### config.mk
export PLATFORM = sky130hd
export DESIGN_NAME = lbp_top
export DESIGN_NICKNAME = d
export VERILOG_FILES = /design/src/include/lbp_pkg.sv /design/src/lbp_top.sv
export SDC_FILE = /design/constraint.sdc
export NUM_CORES = 2
export LEC_CHECK = 0
export BUFFER_PORTS_ARGS = -buffer_cell sky130_fd_sc_hd__buf_2
export CORE_ASPECT_RATIO = 0.6
export CORE_UTILIZATION = 39
export CTS_CLUSTER_DIAMETER = 40
export CTS_CLUSTER_SIZE = 30
export DETAILED_ROUTE_END_ITERATION = 8
export GPL_ROUTABILITY_DRIVEN = 0
export GPL_TIMING_DRIVEN = 1
export PLACE_DENSITY_LB_ADDON = 0.12
export SLEW_MARGIN = 20
export SYNTH_ARGS = -nofsm -noshare
export SYNTH_HDL_FRONTEND = slang
export SYNTH_SLANG_ARGS = --single-unit
export TNS_END_PERCENT = 100
### constraint.sdc
create_clock -name clk_sys -period 59 [get_ports clk_sys]
set_input_delay 2.95 -clock clk_sys [delete_from_list [all_inputs] [get_ports clk_sys]]
set_output_delay 2.95 -clock clk_sys [all_outputs]
set_load 0.02 [all_outputs]
### src/include/lbp_pkg.sv
// Package: register map, field positions and carrier types of the bus block
package lbp_pkg;

   // ------------------------------------------------------------------
   // Register map
   // ------------------------------------------------------------------
   localparam int          NREG       = 42;
   localparam logic [31:0] BLOCK_BASE = 32'h0000_5000;
   localparam logic [15:0] MAP_LAST   = 16'hFFFF;

   typedef enum logic [1:0] {
      LBP_ACC_RW  = 2'b00,
      LBP_ACC_W1C = 2'b01,
      LBP_ACC_RO  = 2'b10
   } lbp_access_type;

   // Byte offsets, one entry per register; reset values are separate constants below
   localparam logic [15:0] REG_OFS [NREG] = '{
      16'h0000, 16'h0004, 16'h0008, 16'h000C, 16'h0010, 16'h0014,
      16'h0018, 16'h001C, 16'h0020, 16'h0024, 16'h0028, 16'h002C,
      16'h0030, 16'h0034, 16'h0038, 16'h003C, 16'h0068, 16'h0070,
      16'h0074, 16'h0078, 16'h0084, 16'h0088, 16'h0090, 16'h00A0,
      16'h00B0, 16'h00B4, 16'h00B8, 16'h00BC, 16'h00C0, 16'h00C4,
      16'h00D0, 16'h00D4, 16'h00E0, 16'h00E4, 16'h00E8, 16'h00EC,
      16'h00F0, 16'h00F4, 16'h0100, 16'h0104, 16'h0108, 16'h010C};

   localparam logic [31:0] BANK0_BASE_RST = 32'h0000_0001;
   localparam logic [31:0] BANK0_OPT_RST  = 32'h0000_0FF7;
   localparam logic [31:0] BUS_CONFIG_RST = 32'h0000_0000;
   localparam logic [31:0] CLK_RATIO_RST  = 32'h8000_0004;
   localparam logic [31:0] NAND_MODE_RST  = 32'h0000_0000;
   localparam logic [31:0] ZERO_RST       = 32'h0000_0000;

   localparam int IDX_BANK0_BASE = 0;
   localparam int IDX_BANK0_OPT  = 1;
   localparam int IDX_ERR_STATUS = 24;
   localparam int IDX_ERR_ECC    = 29;
   localparam int IDX_BUS_CONFIG = 30;
   localparam int IDX_CLK_RATIO  = 31;
   localparam int IDX_NAND_MODE  = 32;
   localparam int IDX_ECC_FIRST  = 38;
   localparam int NUM_ECC        = 4;
   localparam logic [15:0] OFS_ERR_STATUS = 16'h00B0;

   // ------------------------------------------------------------------
   // Field positions
   // ------------------------------------------------------------------
   localparam int         MSEL_LSB      = 5;
   localparam logic [2:0] MSEL_NAND     = 3'h1;
   localparam int         CFG_ODD_BIT   = 0;
   localparam int         ERR_PAR_BIT   = 2;
   localparam int         CLKDIV_W      = 5;
   localparam logic [4:0] CLKDIV_MIN    = 5'h02;
   localparam logic [1:0] PS_8BIT       = 2'h1;
   localparam logic [1:0] PS_16BIT      = 2'h2;
   localparam logic [4:0] SRC_IDLE      = 5'h1F;

   // ------------------------------------------------------------------
   // Carrier types
   // ------------------------------------------------------------------
   typedef struct packed {
      logic        ale;        // Address phase of a transaction
      logic        ale_last;   // Last cycle of the address phase
      logic        addr_full;  // Address carries every physical bit
      logic        ad_oe;      // Block drives the muxed bus
      logic [31:0] ad_out;     // Address or write data for the bus
      logic        rd_sample;  // Read data is taken this cycle
      logic        ta;         // Internal data transfer acknowledge
      logic [2:0]  bank;       // Bank of the current access
      logic [1:0]  port_size;  // 1: 8 bit, 2: 16 bit, 3: 32 bit
      logic [4:0]  addr_src;   // Requester of the address
      logic [4:0]  data_src;   // Requester of the data beat
   } lbp_cycle_type;

   typedef struct packed {
      logic        valid;      // One-cycle pulse with read data
      logic [31:0] data;
      logic        par_err;    // Lane parity mismatch on this read
   } lbp_rdata_type;

endpackage

### src/lbp_top.sv
// Local bus parity, clock replicas, debug outputs and register file
//
// The strobed register port was decided locally.
`timescale 1ns/1ps

//Contract
// - Write parity is one bit per byte lane; line 0 is the top byte.
// - Parity drives and checks only on non-NAND-machine banks.
// - Parity of unused lanes of narrow ports is ignored.
// - Read parity sampled on the same edge as read data.
// - Parity lines switch impedance together with the muxed bus.
// - All three bus clock outputs carry one identical waveform.
// - Loop output replicates bus clock; board returns it to loop input.
// - Debug read: data valid high the cycle before data sampling.
// - Debug write: data valid high in the last valid write cycle.
// - Debug bursts pulse data valid once per beat.
// - Data valid only in debug mode, following internal acknowledge.
// - Debug source outputs stay high unless carrying an identifier.
// - Address identifier at last ALE cycle, data identifier with valid.
// - Address identifier only when the bus holds a full address.
// - Register block spans offsets 0x0000 to 0xFFFF, rest reserved.
// - Error status clears by writing one; reset zero.
// - Error ECC register clears by writing one; reset zero.
// - Four ECC result registers are read-only, reset zero.
// - ALE goes with the address; no other control during it.
module lbp_top #(
   parameter int LANES = 4
) (
   input  wire logic                 clk_sys,
   input  wire logic                 rst,
   // Register port
   input  wire logic [15:0]          reg_addr,
   input  wire logic [31:0]          reg_wdata,
   input  wire logic                 reg_wr,
   input  wire logic                 reg_rd,
   output logic      [31:0]          reg_rdata,
   // Bus cycles from the chip-select machines
   input  wire lbp_pkg::lbp_cycle_type cyc,
   input  wire logic                 debug_mode,
   input  wire logic [31:0]          err_events,
   input  wire logic [31:0]          ecc_events,
   input  wire logic [lbp_pkg::NUM_ECC*32-1:0] ecc_results,
   output lbp_pkg::lbp_rdata_type    rdata,
   output logic      [31:0]          bus_config,
   // External pins
   output logic                      address_latch_enable,
   output logic      [31:0]          muxed_addr_data_bus_o,
   output logic                      muxed_addr_data_bus_oe,
   input  wire logic [31:0]          muxed_addr_data_bus_i,
   output logic      [LANES-1:0]     lane_parity_o,
   output logic                      lane_parity_oe,
   input  wire logic [LANES-1:0]     lane_parity_i,
   output logic      [2:0]           bus_clock_outputs,
   output logic                      clock_loop_out,
   input  wire logic                 clock_loop_in,
   output logic                      clock_loop_rise,
   output logic                      debug_data_valid,
   output logic      [4:0]           debug_source_id
);

   // ------------------------------------------------------------------
   // Register storage and decode
   // ------------------------------------------------------------------
   logic [31:0] regs_reg [lbp_pkg::NREG];
   logic [5:0]  hit_idx;
   logic        hit;
   logic        par_err_evt;
   logic [31:0] status_set;

   // Offset lookup; unaligned and unlisted offsets fall into reserved space
   always_comb begin
      hit     = 1'b0;
      hit_idx = 6'h00;
      for (int i = 0; i < lbp_pkg::NREG; i++) begin
         if (reg_addr == lbp_pkg::REG_OFS[i]) begin
            hit     = 1'b1;
            hit_idx = 6'(i);
         end
      end
   end

   assign status_set = err_events
                     | (32'(par_err_evt) << lbp_pkg::ERR_PAR_BIT);

   // One flop bank per register; kind of access picked per entry
   for (genvar g = 0; g < lbp_pkg::NREG; g++) begin : g_reg
      localparam logic [31:0] RST =
         (g == lbp_pkg::IDX_BANK0_BASE) ? lbp_pkg::BANK0_BASE_RST :
         (g == lbp_pkg::IDX_BANK0_OPT)  ? lbp_pkg::BANK0_OPT_RST  :
         (g == lbp_pkg::IDX_BUS_CONFIG) ? lbp_pkg::BUS_CONFIG_RST :
         (g == lbp_pkg::IDX_CLK_RATIO)  ? lbp_pkg::CLK_RATIO_RST  :
         (g == lbp_pkg::IDX_NAND_MODE)  ? lbp_pkg::NAND_MODE_RST  :
                                          lbp_pkg::ZERO_RST;
      logic wr_hit;
      assign wr_hit = reg_wr && hit && (hit_idx == 6'(g));
      if (g == lbp_pkg::IDX_ERR_STATUS) begin : g_w1c_status
         // Hardware set beats a same-cycle clear
         always_ff @(posedge clk_sys or posedge rst) begin
            if (rst) regs_reg[g] <= RST;
            else regs_reg[g] <= status_set
               | (regs_reg[g] & ~(wr_hit ? reg_wdata : 32'h0000_0000));
         end
      end else if (g == lbp_pkg::IDX_ERR_ECC) begin : g_w1c_ecc
         always_ff @(posedge clk_sys or posedge rst) begin
            if (rst) regs_reg[g] <= RST;
            else regs_reg[g] <= ecc_events
               | (regs_reg[g] & ~(wr_hit ? reg_wdata : 32'h0000_0000));
         end
      end else if (g >= lbp_pkg::IDX_ECC_FIRST) begin : g_ro
         // Results follow the flash machine; software writes are dropped
         always_ff @(posedge clk_sys or posedge rst) begin
            if (rst) regs_reg[g] <= RST;
            else regs_reg[g] <=
               ecc_results[(g - lbp_pkg::IDX_ECC_FIRST) * 32 +: 32];
         end
      end else begin : g_rw
         always_ff @(posedge clk_sys or posedge rst) begin
            if (rst) regs_reg[g] <= RST;
            else if (wr_hit) regs_reg[g] <= reg_wdata;
         end
      end
   end

   // Read data stands only in the cycle after the strobe
   always_ff @(posedge clk_sys or posedge rst) begin
      if (rst) begin
         reg_rdata <= 32'h0000_0000;
      end else if (reg_rd && hit) begin
         reg_rdata <= regs_reg[hit_idx];
      end else begin
         reg_rdata <= 32'h0000_0000;
      end
   end

   assign bus_config = regs_reg[lbp_pkg::IDX_BUS_CONFIG];

   // ------------------------------------------------------------------
   // Parity generation and bus drive
   // ------------------------------------------------------------------
   logic       odd_par;
   logic [2:0] bank_msel;
   logic       par_en;
   logic [LANES-1:0] par_gen;

   assign odd_par   = bus_config[lbp_pkg::CFG_ODD_BIT];
   assign bank_msel =
      regs_reg[2 * cyc.bank][lbp_pkg::MSEL_LSB +: 3];
   assign par_en    = (bank_msel != lbp_pkg::MSEL_NAND);

   // Lane 0 is the most significant byte of the bus
   for (genvar l = 0; l < LANES; l++) begin : g_par
      assign par_gen[l] = (^cyc.ad_out[31 - 8 * l -: 8]) ^ odd_par;
   end

   // Data and parity share one flop stage, so impedance changes line up
   always_ff @(posedge clk_sys or posedge rst) begin
      if (rst) begin
         muxed_addr_data_bus_o  <= 32'h0000_0000;
         muxed_addr_data_bus_oe <= 1'b0;
         lane_parity_o          <= '0;
         lane_parity_oe         <= 1'b0;
      end else begin
         muxed_addr_data_bus_o  <= cyc.ad_out;
         muxed_addr_data_bus_oe <= cyc.ad_oe;
         lane_parity_o          <= par_gen;
         lane_parity_oe         <= cyc.ad_oe && par_en;
      end
   end

   // Address latch enable rides with the address drive
   always_ff @(posedge clk_sys or posedge rst) begin
      if (rst) address_latch_enable <= 1'b0;
      else address_latch_enable <= cyc.ale;
   end

   // ------------------------------------------------------------------
   // Read capture and parity check
   // ------------------------------------------------------------------
   logic [31:0]      ad_s1_reg, ad_s2_reg;
   logic [LANES-1:0] par_s1_reg, par_s2_reg;
   logic [LANES-1:0] lane_used;
   logic [LANES-1:0] lane_bad;

   // Bus and parity pins pass the same two stages, keeping them aligned
   always_ff @(posedge clk_sys or posedge rst) begin
      if (rst) begin
         ad_s1_reg  <= 32'h0000_0000;
         ad_s2_reg  <= 32'h0000_0000;
         par_s1_reg <= '0;
         par_s2_reg <= '0;
      end else begin
         ad_s1_reg  <= muxed_addr_data_bus_i;
         ad_s2_reg  <= ad_s1_reg;
         par_s1_reg <= lane_parity_i;
         par_s2_reg <= par_s1_reg;
      end
   end

   // Narrow ports leave the lower lanes undefined; they are not checked
   for (genvar l = 0; l < LANES; l++) begin : g_chk
      assign lane_used[l] =
         (cyc.port_size == lbp_pkg::PS_8BIT)  ? (l == 0) :
         (cyc.port_size == lbp_pkg::PS_16BIT) ? (l < 2)  : 1'b1;
      assign lane_bad[l] = lane_used[l]
         && (((^ad_s2_reg[31 - 8 * l -: 8]) ^ par_s2_reg[l]) != odd_par);
   end

   assign par_err_evt = cyc.rd_sample && par_en && (|lane_bad);

   always_ff @(posedge clk_sys or posedge rst) begin
      if (rst) begin
         rdata <= '0;
      end else begin
         rdata.valid   <= cyc.rd_sample;
         rdata.par_err <= par_err_evt;
         if (cyc.rd_sample) rdata.data <= ad_s2_reg;
      end
   end

   // ------------------------------------------------------------------
   // Bus clock divider and loop return
   // ------------------------------------------------------------------
   logic [lbp_pkg::CLKDIV_W-1:0] div_cnt_reg;
   logic [lbp_pkg::CLKDIV_W-1:0] div_ratio;
   logic [lbp_pkg::CLKDIV_W-1:0] half_cnt;
   logic                         bus_clk_reg;
   logic                         loop_s1_reg, loop_s2_reg, loop_s3_reg;

   // Ratios below the minimum would wrap the half-count compare to 31, so they are clamped
   assign div_ratio =
      (regs_reg[lbp_pkg::IDX_CLK_RATIO][lbp_pkg::CLKDIV_W-1:0]
         < lbp_pkg::CLKDIV_MIN) ? lbp_pkg::CLKDIV_MIN
      : regs_reg[lbp_pkg::IDX_CLK_RATIO][lbp_pkg::CLKDIV_W-1:0];
   assign half_cnt = div_ratio >> 1;

   always_ff @(posedge clk_sys or posedge rst) begin
      if (rst) begin
         div_cnt_reg <= '0;
         bus_clk_reg <= 1'b0;
      end else if (div_cnt_reg >= half_cnt - 5'h01) begin
         div_cnt_reg <= '0;
         bus_clk_reg <= ~bus_clk_reg;
      end else begin
         div_cnt_reg <= div_cnt_reg + 5'h01;
      end
   end

   // One flop feeds every replica, so no skew between loads
   assign bus_clock_outputs = {3{bus_clk_reg}};
   assign clock_loop_out    = bus_clk_reg;

   // Returned loop clock is sampled; the rise pulse shows the loop is closed
   always_ff @(posedge clk_sys or posedge rst) begin
      if (rst) begin
         loop_s1_reg <= 1'b0;
         loop_s2_reg <= 1'b0;
         loop_s3_reg <= 1'b0;
      end else begin
         loop_s1_reg <= clock_loop_in;
         loop_s2_reg <= loop_s1_reg;
         loop_s3_reg <= loop_s2_reg;
      end
   end
   assign clock_loop_rise = loop_s2_reg && !loop_s3_reg;

   // ------------------------------------------------------------------
   // Debug data valid and source identifier
   // ------------------------------------------------------------------
   logic dv_next;
   logic addr_id_next;

   // Acknowledge never counts during the address phase
   assign dv_next      = debug_mode && cyc.ta && !cyc.ale;
   assign addr_id_next = debug_mode && cyc.ale_last && cyc.addr_full;

   always_ff @(posedge clk_sys or posedge rst) begin
      if (rst) begin
         debug_data_valid <= 1'b0;
         debug_source_id  <= lbp_pkg::SRC_IDLE;
      end else begin
         debug_data_valid <= dv_next;
         if (dv_next) begin
            debug_source_id <= cyc.data_src;
         end else if (addr_id_next) begin
            debug_source_id <= cyc.addr_src;
         end else begin
            debug_source_id <= lbp_pkg::SRC_IDLE;
         end
      end
   end
endmodule // lbp_top

== After elaboration in Yosys (flattened, before gate mapping) ==
Cells that the tools add are included.

* Register bits: 1,536
* Output and inout bits: 148

* Magnitude comparators: 4
* Reduce and logical (&&, ||, !) cells: 64
* Eq/ne operators: 85
* Bitwise gates (word level): 18
* Add/sub/neg operators: 2
* Mux-type cells: 99

{| class="wikitable"
|+ Operators with widths
! cell !! count
|-
| 32-bit binary-select mux with 6-bit select || 2
|-
| 16-bit by 8-bit == test with 1-bit output (second input constant) || 18
|-
| 6-bit two-way mux || 37
|-
| 32-bit two-way mux || 5
|-
| 16-bit by 6-bit == test with 1-bit output (second input constant) || 8
|-
| 6-bit by 5-bit == test with 1-bit output (second input constant) || 16
|-
| 32-bit AND || 2
|-
| 16-bit by 5-bit == test with 1-bit output (second input constant) || 4
|-
| 16-bit by 7-bit == test with 1-bit output (second input constant) || 4
|-
| 16-bit by 9-bit == test with 1-bit output (second input constant) || 4
|-
| 32-bit inverter || 2
|-
| 32-bit OR || 2
|-
| 8-bit parity || 8
|-
| 1-bit logical AND || 51
|-
| 6-bit by 4-bit == test with 1-bit output (second input constant) || 8
|-
| 1-bit two-way mux || 46
|-
| 6-bit == test (second input constant) || 6
|-
| 33-bit by 7-bit greater-or-equal comparator with 1-bit output (second input constant) || 1
|-
| 4-bit inverter with 33-bit output || 1
|-
| 16-bit by 4-bit == test with 1-bit output (second input constant) || 2
|-
| 32-bit by 3-bit OR with 32-bit output || 1
|-
| 6-bit by 3-bit == test with 1-bit output (second input constant) || 4
|-
| 5-bit two-way mux || 4
|-
| 16-bit by 3-bit == test with 1-bit output (second input constant) || 1
|-
| other kinds (21) || 35
|}

== Logic depth before layout (Yosys ltp) ==
* Word-level depth: 49
* Mapped depth: 14

== Worst setup path after synthesis ==
No wires, ideal clock.

* Kind: input -> register
* From: in reg_addr[13]
* To: reg reg_rdata[14]
* Path slack: 53.088 ns
* Data required time: 58.878 ns
* Stages: 12
* Data arrival time: 5.790 ns
* Cell sequence: or4_1 > or3_1 > buf_2 > a2111oi_4 > a211oi_2 > buf_4 > buf_4 > buf_2 > mux2i_1 > a221oi_1 > nand3_1 > a2111oi_1

* Cells in the longest elaborated chain, start to end: 47

{| class="wikitable"
|+ Ends and longest elaborated chain
! element !! RTL line !! RTL
|-
| start: declaration || lbp_top.sv:32 || <nowiki>input wire logic [15:0] reg_addr,</nowiki>
|-
| 16-bit by 3-bit == test with 1-bit output || lbp_top.sv:75 || <nowiki>if (reg_addr == lbp_pkg::REG_OFS[i]) begin</nowiki>
|-
| 1-bit two-way mux || lbp_top.sv:75 ||
|-
| 2-bit two-way mux (2 in series) || lbp_top.sv:75 ||
|-
| 3-bit two-way mux || lbp_top.sv:75 ||
|-
| 6-bit two-way mux (37 in series) || lbp_top.sv:75 ||
|-
| 6-bit inverter with 7-bit output (not written as such) || lbp_top.sv:129 || <nowiki>reg_rdata <= regs_reg[hit_idx];</nowiki>
|-
| 32-bit binary-select mux with 6-bit select || lbp_top.sv:129 ||
|-
| 32-bit two-way mux (not written as such) (2 in series) || lbp_top.sv:129 ||
|-
| 32-bit two-way mux * || lbp_top.sv:128 || <nowiki>end else if (reg_rd && hit) begin</nowiki>
|-
| end signal: assignment || lbp_top.sv:129 ||
|-
| end: declaration || lbp_top.sv:36 || <nowiki>output logic [31:0] reg_rdata,</nowiki>
|}

Every way passes the cells marked *; elsewhere a longest branch is shown, timed or not. The select of a mux whose other input is x is not followed.
A chain may end at the register's enable or synchronous reset.

== Final worst setup path ==
* From: in reg_addr[4]
* To: reg reg_rdata[6]

The elaborated chain is that of the path after synthesis.

==> results.cfg <==
[sta]
layout_setup_ws_ps = 51510
min_period_ps = 7492
clock_skew_ps = 50.73
fin_tns_setup_ps = 0
tightest_slew_ps = 1148
fmax_mhz = 133.5
finalHoldViolations = 0
maxSlewViolCount = 0
grt_setup_unrepaired = no
setup_viol = 0
fin_hold_ws_ps = 306.1
relSlewSlack_pct = 23.40
post-route-period-util_pct = 12.70

[clock_tree]
clock-sinks = 1536
cts_tree = done
root_buffer = clkbuf_16
cts_resized = 0
cts_htree_levels = 4
cts-buffers-inserted = 168
hold_buffers = 0
clockBufferDepth = 4
clkTransAtPathRegs_ps = 90
post_cts_buffers = 0
clk_latency_ps = 830

[critical_path]
worst_path_max_delay_cell = buf_4
cp.required_ps = 59670
critPathLaunchType = input port
cp_top_family = buffers and inverters
setup.worst_path.end_class = flip-flop
slowest_delay_ps = 680
cp.arrival_ps = 8160
crit_buf_inv = 6
path_common_cell = buf_4
rrSetupSlack_ps = 56250
crit_type = in -> reg
path_max_fanout = 39
cp_cell_sequence = buf_2, inv_1, a31oi_1, o2111ai_1, a2111oi_4, buf_4, buf_4, buf_4, buf_4, mux2i_1, a222oi_1, a21oi_1, a2111oi_2

[logic_synthesis]
async_flop_share_pct = 100.0
ys_types = 66
synth.avg_cell_area_sq_um = 13.69
synth_area_sq_mm = 0.06737
syn-num-nets = 5265
synth_cells = 4922
yosys_register_bits = 1536
synth_edf_count = 0
yosys_warnings = 0
ys.flop_type = dfrtp_1
seq_area_frac_synth_pct = 57.09

[cells_and_area]
design_area_sq_mm = 0.07722
largest_register_ffs = 1312
final_nets = 5561
final_cell_count_no_fill = 7609
n_fill_cell = 15420
drive_above_1_share_pct = 40.90
utilization_pct = 45.28
syn_to_final_growth_pct = 14.63

[detailed_routing]
drc = 0
dr.pass1.iters = 5
viasPerCell = 5.672
ant_nets = 0
vias = 43160
drt_iter0_markers = 3663
drt_wl_total_microns = 225000
wl_per_cell_microns = 29.57

[global_routing]
grt_start_max_net_pins = 185
grt_pass1_wl_microns = 322200
track_usage_pct = 25.48
first_global_vias = 42870
gr-total-overflow = 0
antenna_found_initial = 17

[pwr]
share_comb_of_total_power_pct = 3.8
power.internal_mw = 1.698
switching_share_pct = 24.30
peakVddDrop_v = 0.00002076
clock_power_share_pct = 48.6
p_per_area_mw_per_mm2 = 29.06
power_frac_seq_pct = 47.6
power.switching_mw = 0.5452
leakage_nw = 40.37
p_total_mw = 2.244

[placement]
hpwl_microns = 140500
place_inst = 7308
placed_cell_area_sq_mm = 0.07157
io_buffers = 482
place_ws_ps = 50800

[floorplanning]
die_x_microns = 538.6
initial_core_util_pct = 39.50
io_pins = 483
core_area_sq_mm = 0.1705
rows = 117
dieArea_sq_mm = 0.1745
die_h_microns = 323.9

[min_path]
hp-class = reg -> reg

[status]
status = finished clean

[flow_run]
cap_violations = 0
cells in the mapped netlist, types with 8 or more instances:
cell type / n / share of area (%)
nor4_1: 12 / 0.11
a222oi_1: 31 / 0.46
nor3_1: 8 / 0.059
a221oi_1: 62 / 0.81
nor2b_1: 12 / 0.11
xor2_1: 15 / 0.20
ha_1: 8 / 0.15
a2111oi_2: 8 / 0.18
o22ai_1: 66 / 0.61
a21o_1: 64 / 0.71
o21ai_0: 42 / 0.31
mux2_2: 1220 / 20
a211oi_1: 8 / 0.089
a31oi_1: 46 / 0.43
or3_1: 8 / 0.074
mux2_1: 89 / 1.5
nand3_1: 33 / 0.25
nand2_1: 264 / 1.5
nor2_1: 83 / 0.46
clkbuf_1: 210 / 1.2
mux2i_1: 511 / 7.6
dfstp_2: 19 / 0.74
a21oi_1: 74 / 0.55
a22oi_1: 96 / 1.1
inv_1: 11 / 0.061
buf_4: 74 / 0.82
buf_1: 12 / 0.067
a2111oi_1: 12 / 0.18
xnor2_1: 56 / 0.73
dfrtp_1: 1517 / 56
buf_2: 161 / 1.2
cell usage in the layout (no fill, tap or decap), types with 11 or more instances in the layout:
master / Yosys / final
a2111oi_1: 12 / 12
a21o_1: 64 / 64
a21oi_1: 74 / 74
a221oi_1: 62 / 62
a222oi_1: 31 / 31
a22oi_1: 96 / 96
a31oi_1: 46 / 46
buf_2: 161 / 482
buf_4: 74 / 95
bufinv_16: 0 / 12
clkbuf_1: 210 / 11
clkbuf_16: 0 / 171
clkinv_2: 0 / 20
clkinv_4: 0 / 12
clkinvlp_4: 0 / 13
dfrtp_1: 1517 / 1517
dfstp_2: 19 / 19
inv_6: 0 / 25
inv_8: 0 / 12
mux2_1: 89 / 89
mux2_2: 1220 / 1220
mux2i_1: 511 / 511
nand2_1: 264 / 240
nand2_2: 0 / 16
nand3_1: 33 / 32
nor2_1: 83 / 61
nor2_4: 0 / 22
nor2b_1: 12 / 12
nor4_1: 12 / 12
o21ai_0: 42 / 42
o22ai_1: 66 / 66
xnor2_1: 56 / 56
xor2_1: 15 / 15
final timing paths:
kind,from,endpoint,depth (start not counted)
max,reg_addr[4],reg_rdata[6]$_DFF_PP0_,13
min,ad_s1_reg[29]$_DFF_PP0_,ad_s2_reg[29]$_DFF_PP0_,0
max reg2reg,bus_config[0]$_DFFE_PP0P_,regs_reg[546]$_DFF_PP0_,8
min reg2reg,ad_s1_reg[29]$_DFF_PP0_,ad_s2_reg[29]$_DFF_PP0_,0
max in group asynchronous,rst,regs_reg[106]$_DFF_PP0_,7
min in group asynchronous,rst,muxed_addr_data_bus_o[6]$_DFF_PP0_,2
kinds of logic (layout without fill, tap and decap cells):
group	Yosys count	count (layout)	share of synthesized area (%)
other	0	6	0
buffers and inverters	470	890	3.352
flip-flops	1536	1536	57.09
multiplexers	1820	1820	29.47
AND/OR/NAND/NOR	470	470	3.079
AO/OA/AOI/OAI	547	547	5.934
XOR/XNOR	71	71	0.9231
adder cells (fa/ha/maj)	8	8	0.1486
area by class of cell:
cell class                      instances  area (sq um)  area share [%]
Multi-Input combinational cell       2916         26960           34.92
Sequential cell                      1536         38460           49.81
Inverter                               11         48.80         0.06319
Clock inverter                        102          1152           1.492
Tap cell                             2261          2829           3.663
Antenna cell                            6         15.01         0.01944
Clock buffer                          192          4458           5.773
Timing Repair Buffer                  585          3293           4.265
worst register-to-register path: cells and delay by family, from the launching register on:
family           cells  cell delay (ps)
flip-flops           1             1020
AO/OA/AOI/OAI        3              690
AND/OR/NAND/NOR      1              220
XOR/XNOR             4              710
routing by layer:
metal / GRT usage, % / wire [microns] / up-vias
met1: 39.84 / 111600 / 23200
met4: 4.784 / 3811 / 4
met5: 0 / 27 / -
li1: - / - / 18410
met2: 35.41 / 92880 / 1283
met3: 5.992 / 16660 / 261
power by group through the flow:
| stage | clock (mW) | sequential, mW | combinational [mW] |
|---|---|---|---|
| floorplan | 0 | 1.10 | 0.0410 |
| global placement | 0 | 1.09 | 0.0864 |
| detailed placement | 0 | 1.09 | 0.0868 |
| CTS | 1.11 | 1.07 | 0.0870 |
| global route | 1.16 | 1.07 | 0.0939 |
| finish | 1.09 | 1.07 | 0.0848 |
Note: power is estimated with default switching activity, not from simulation.
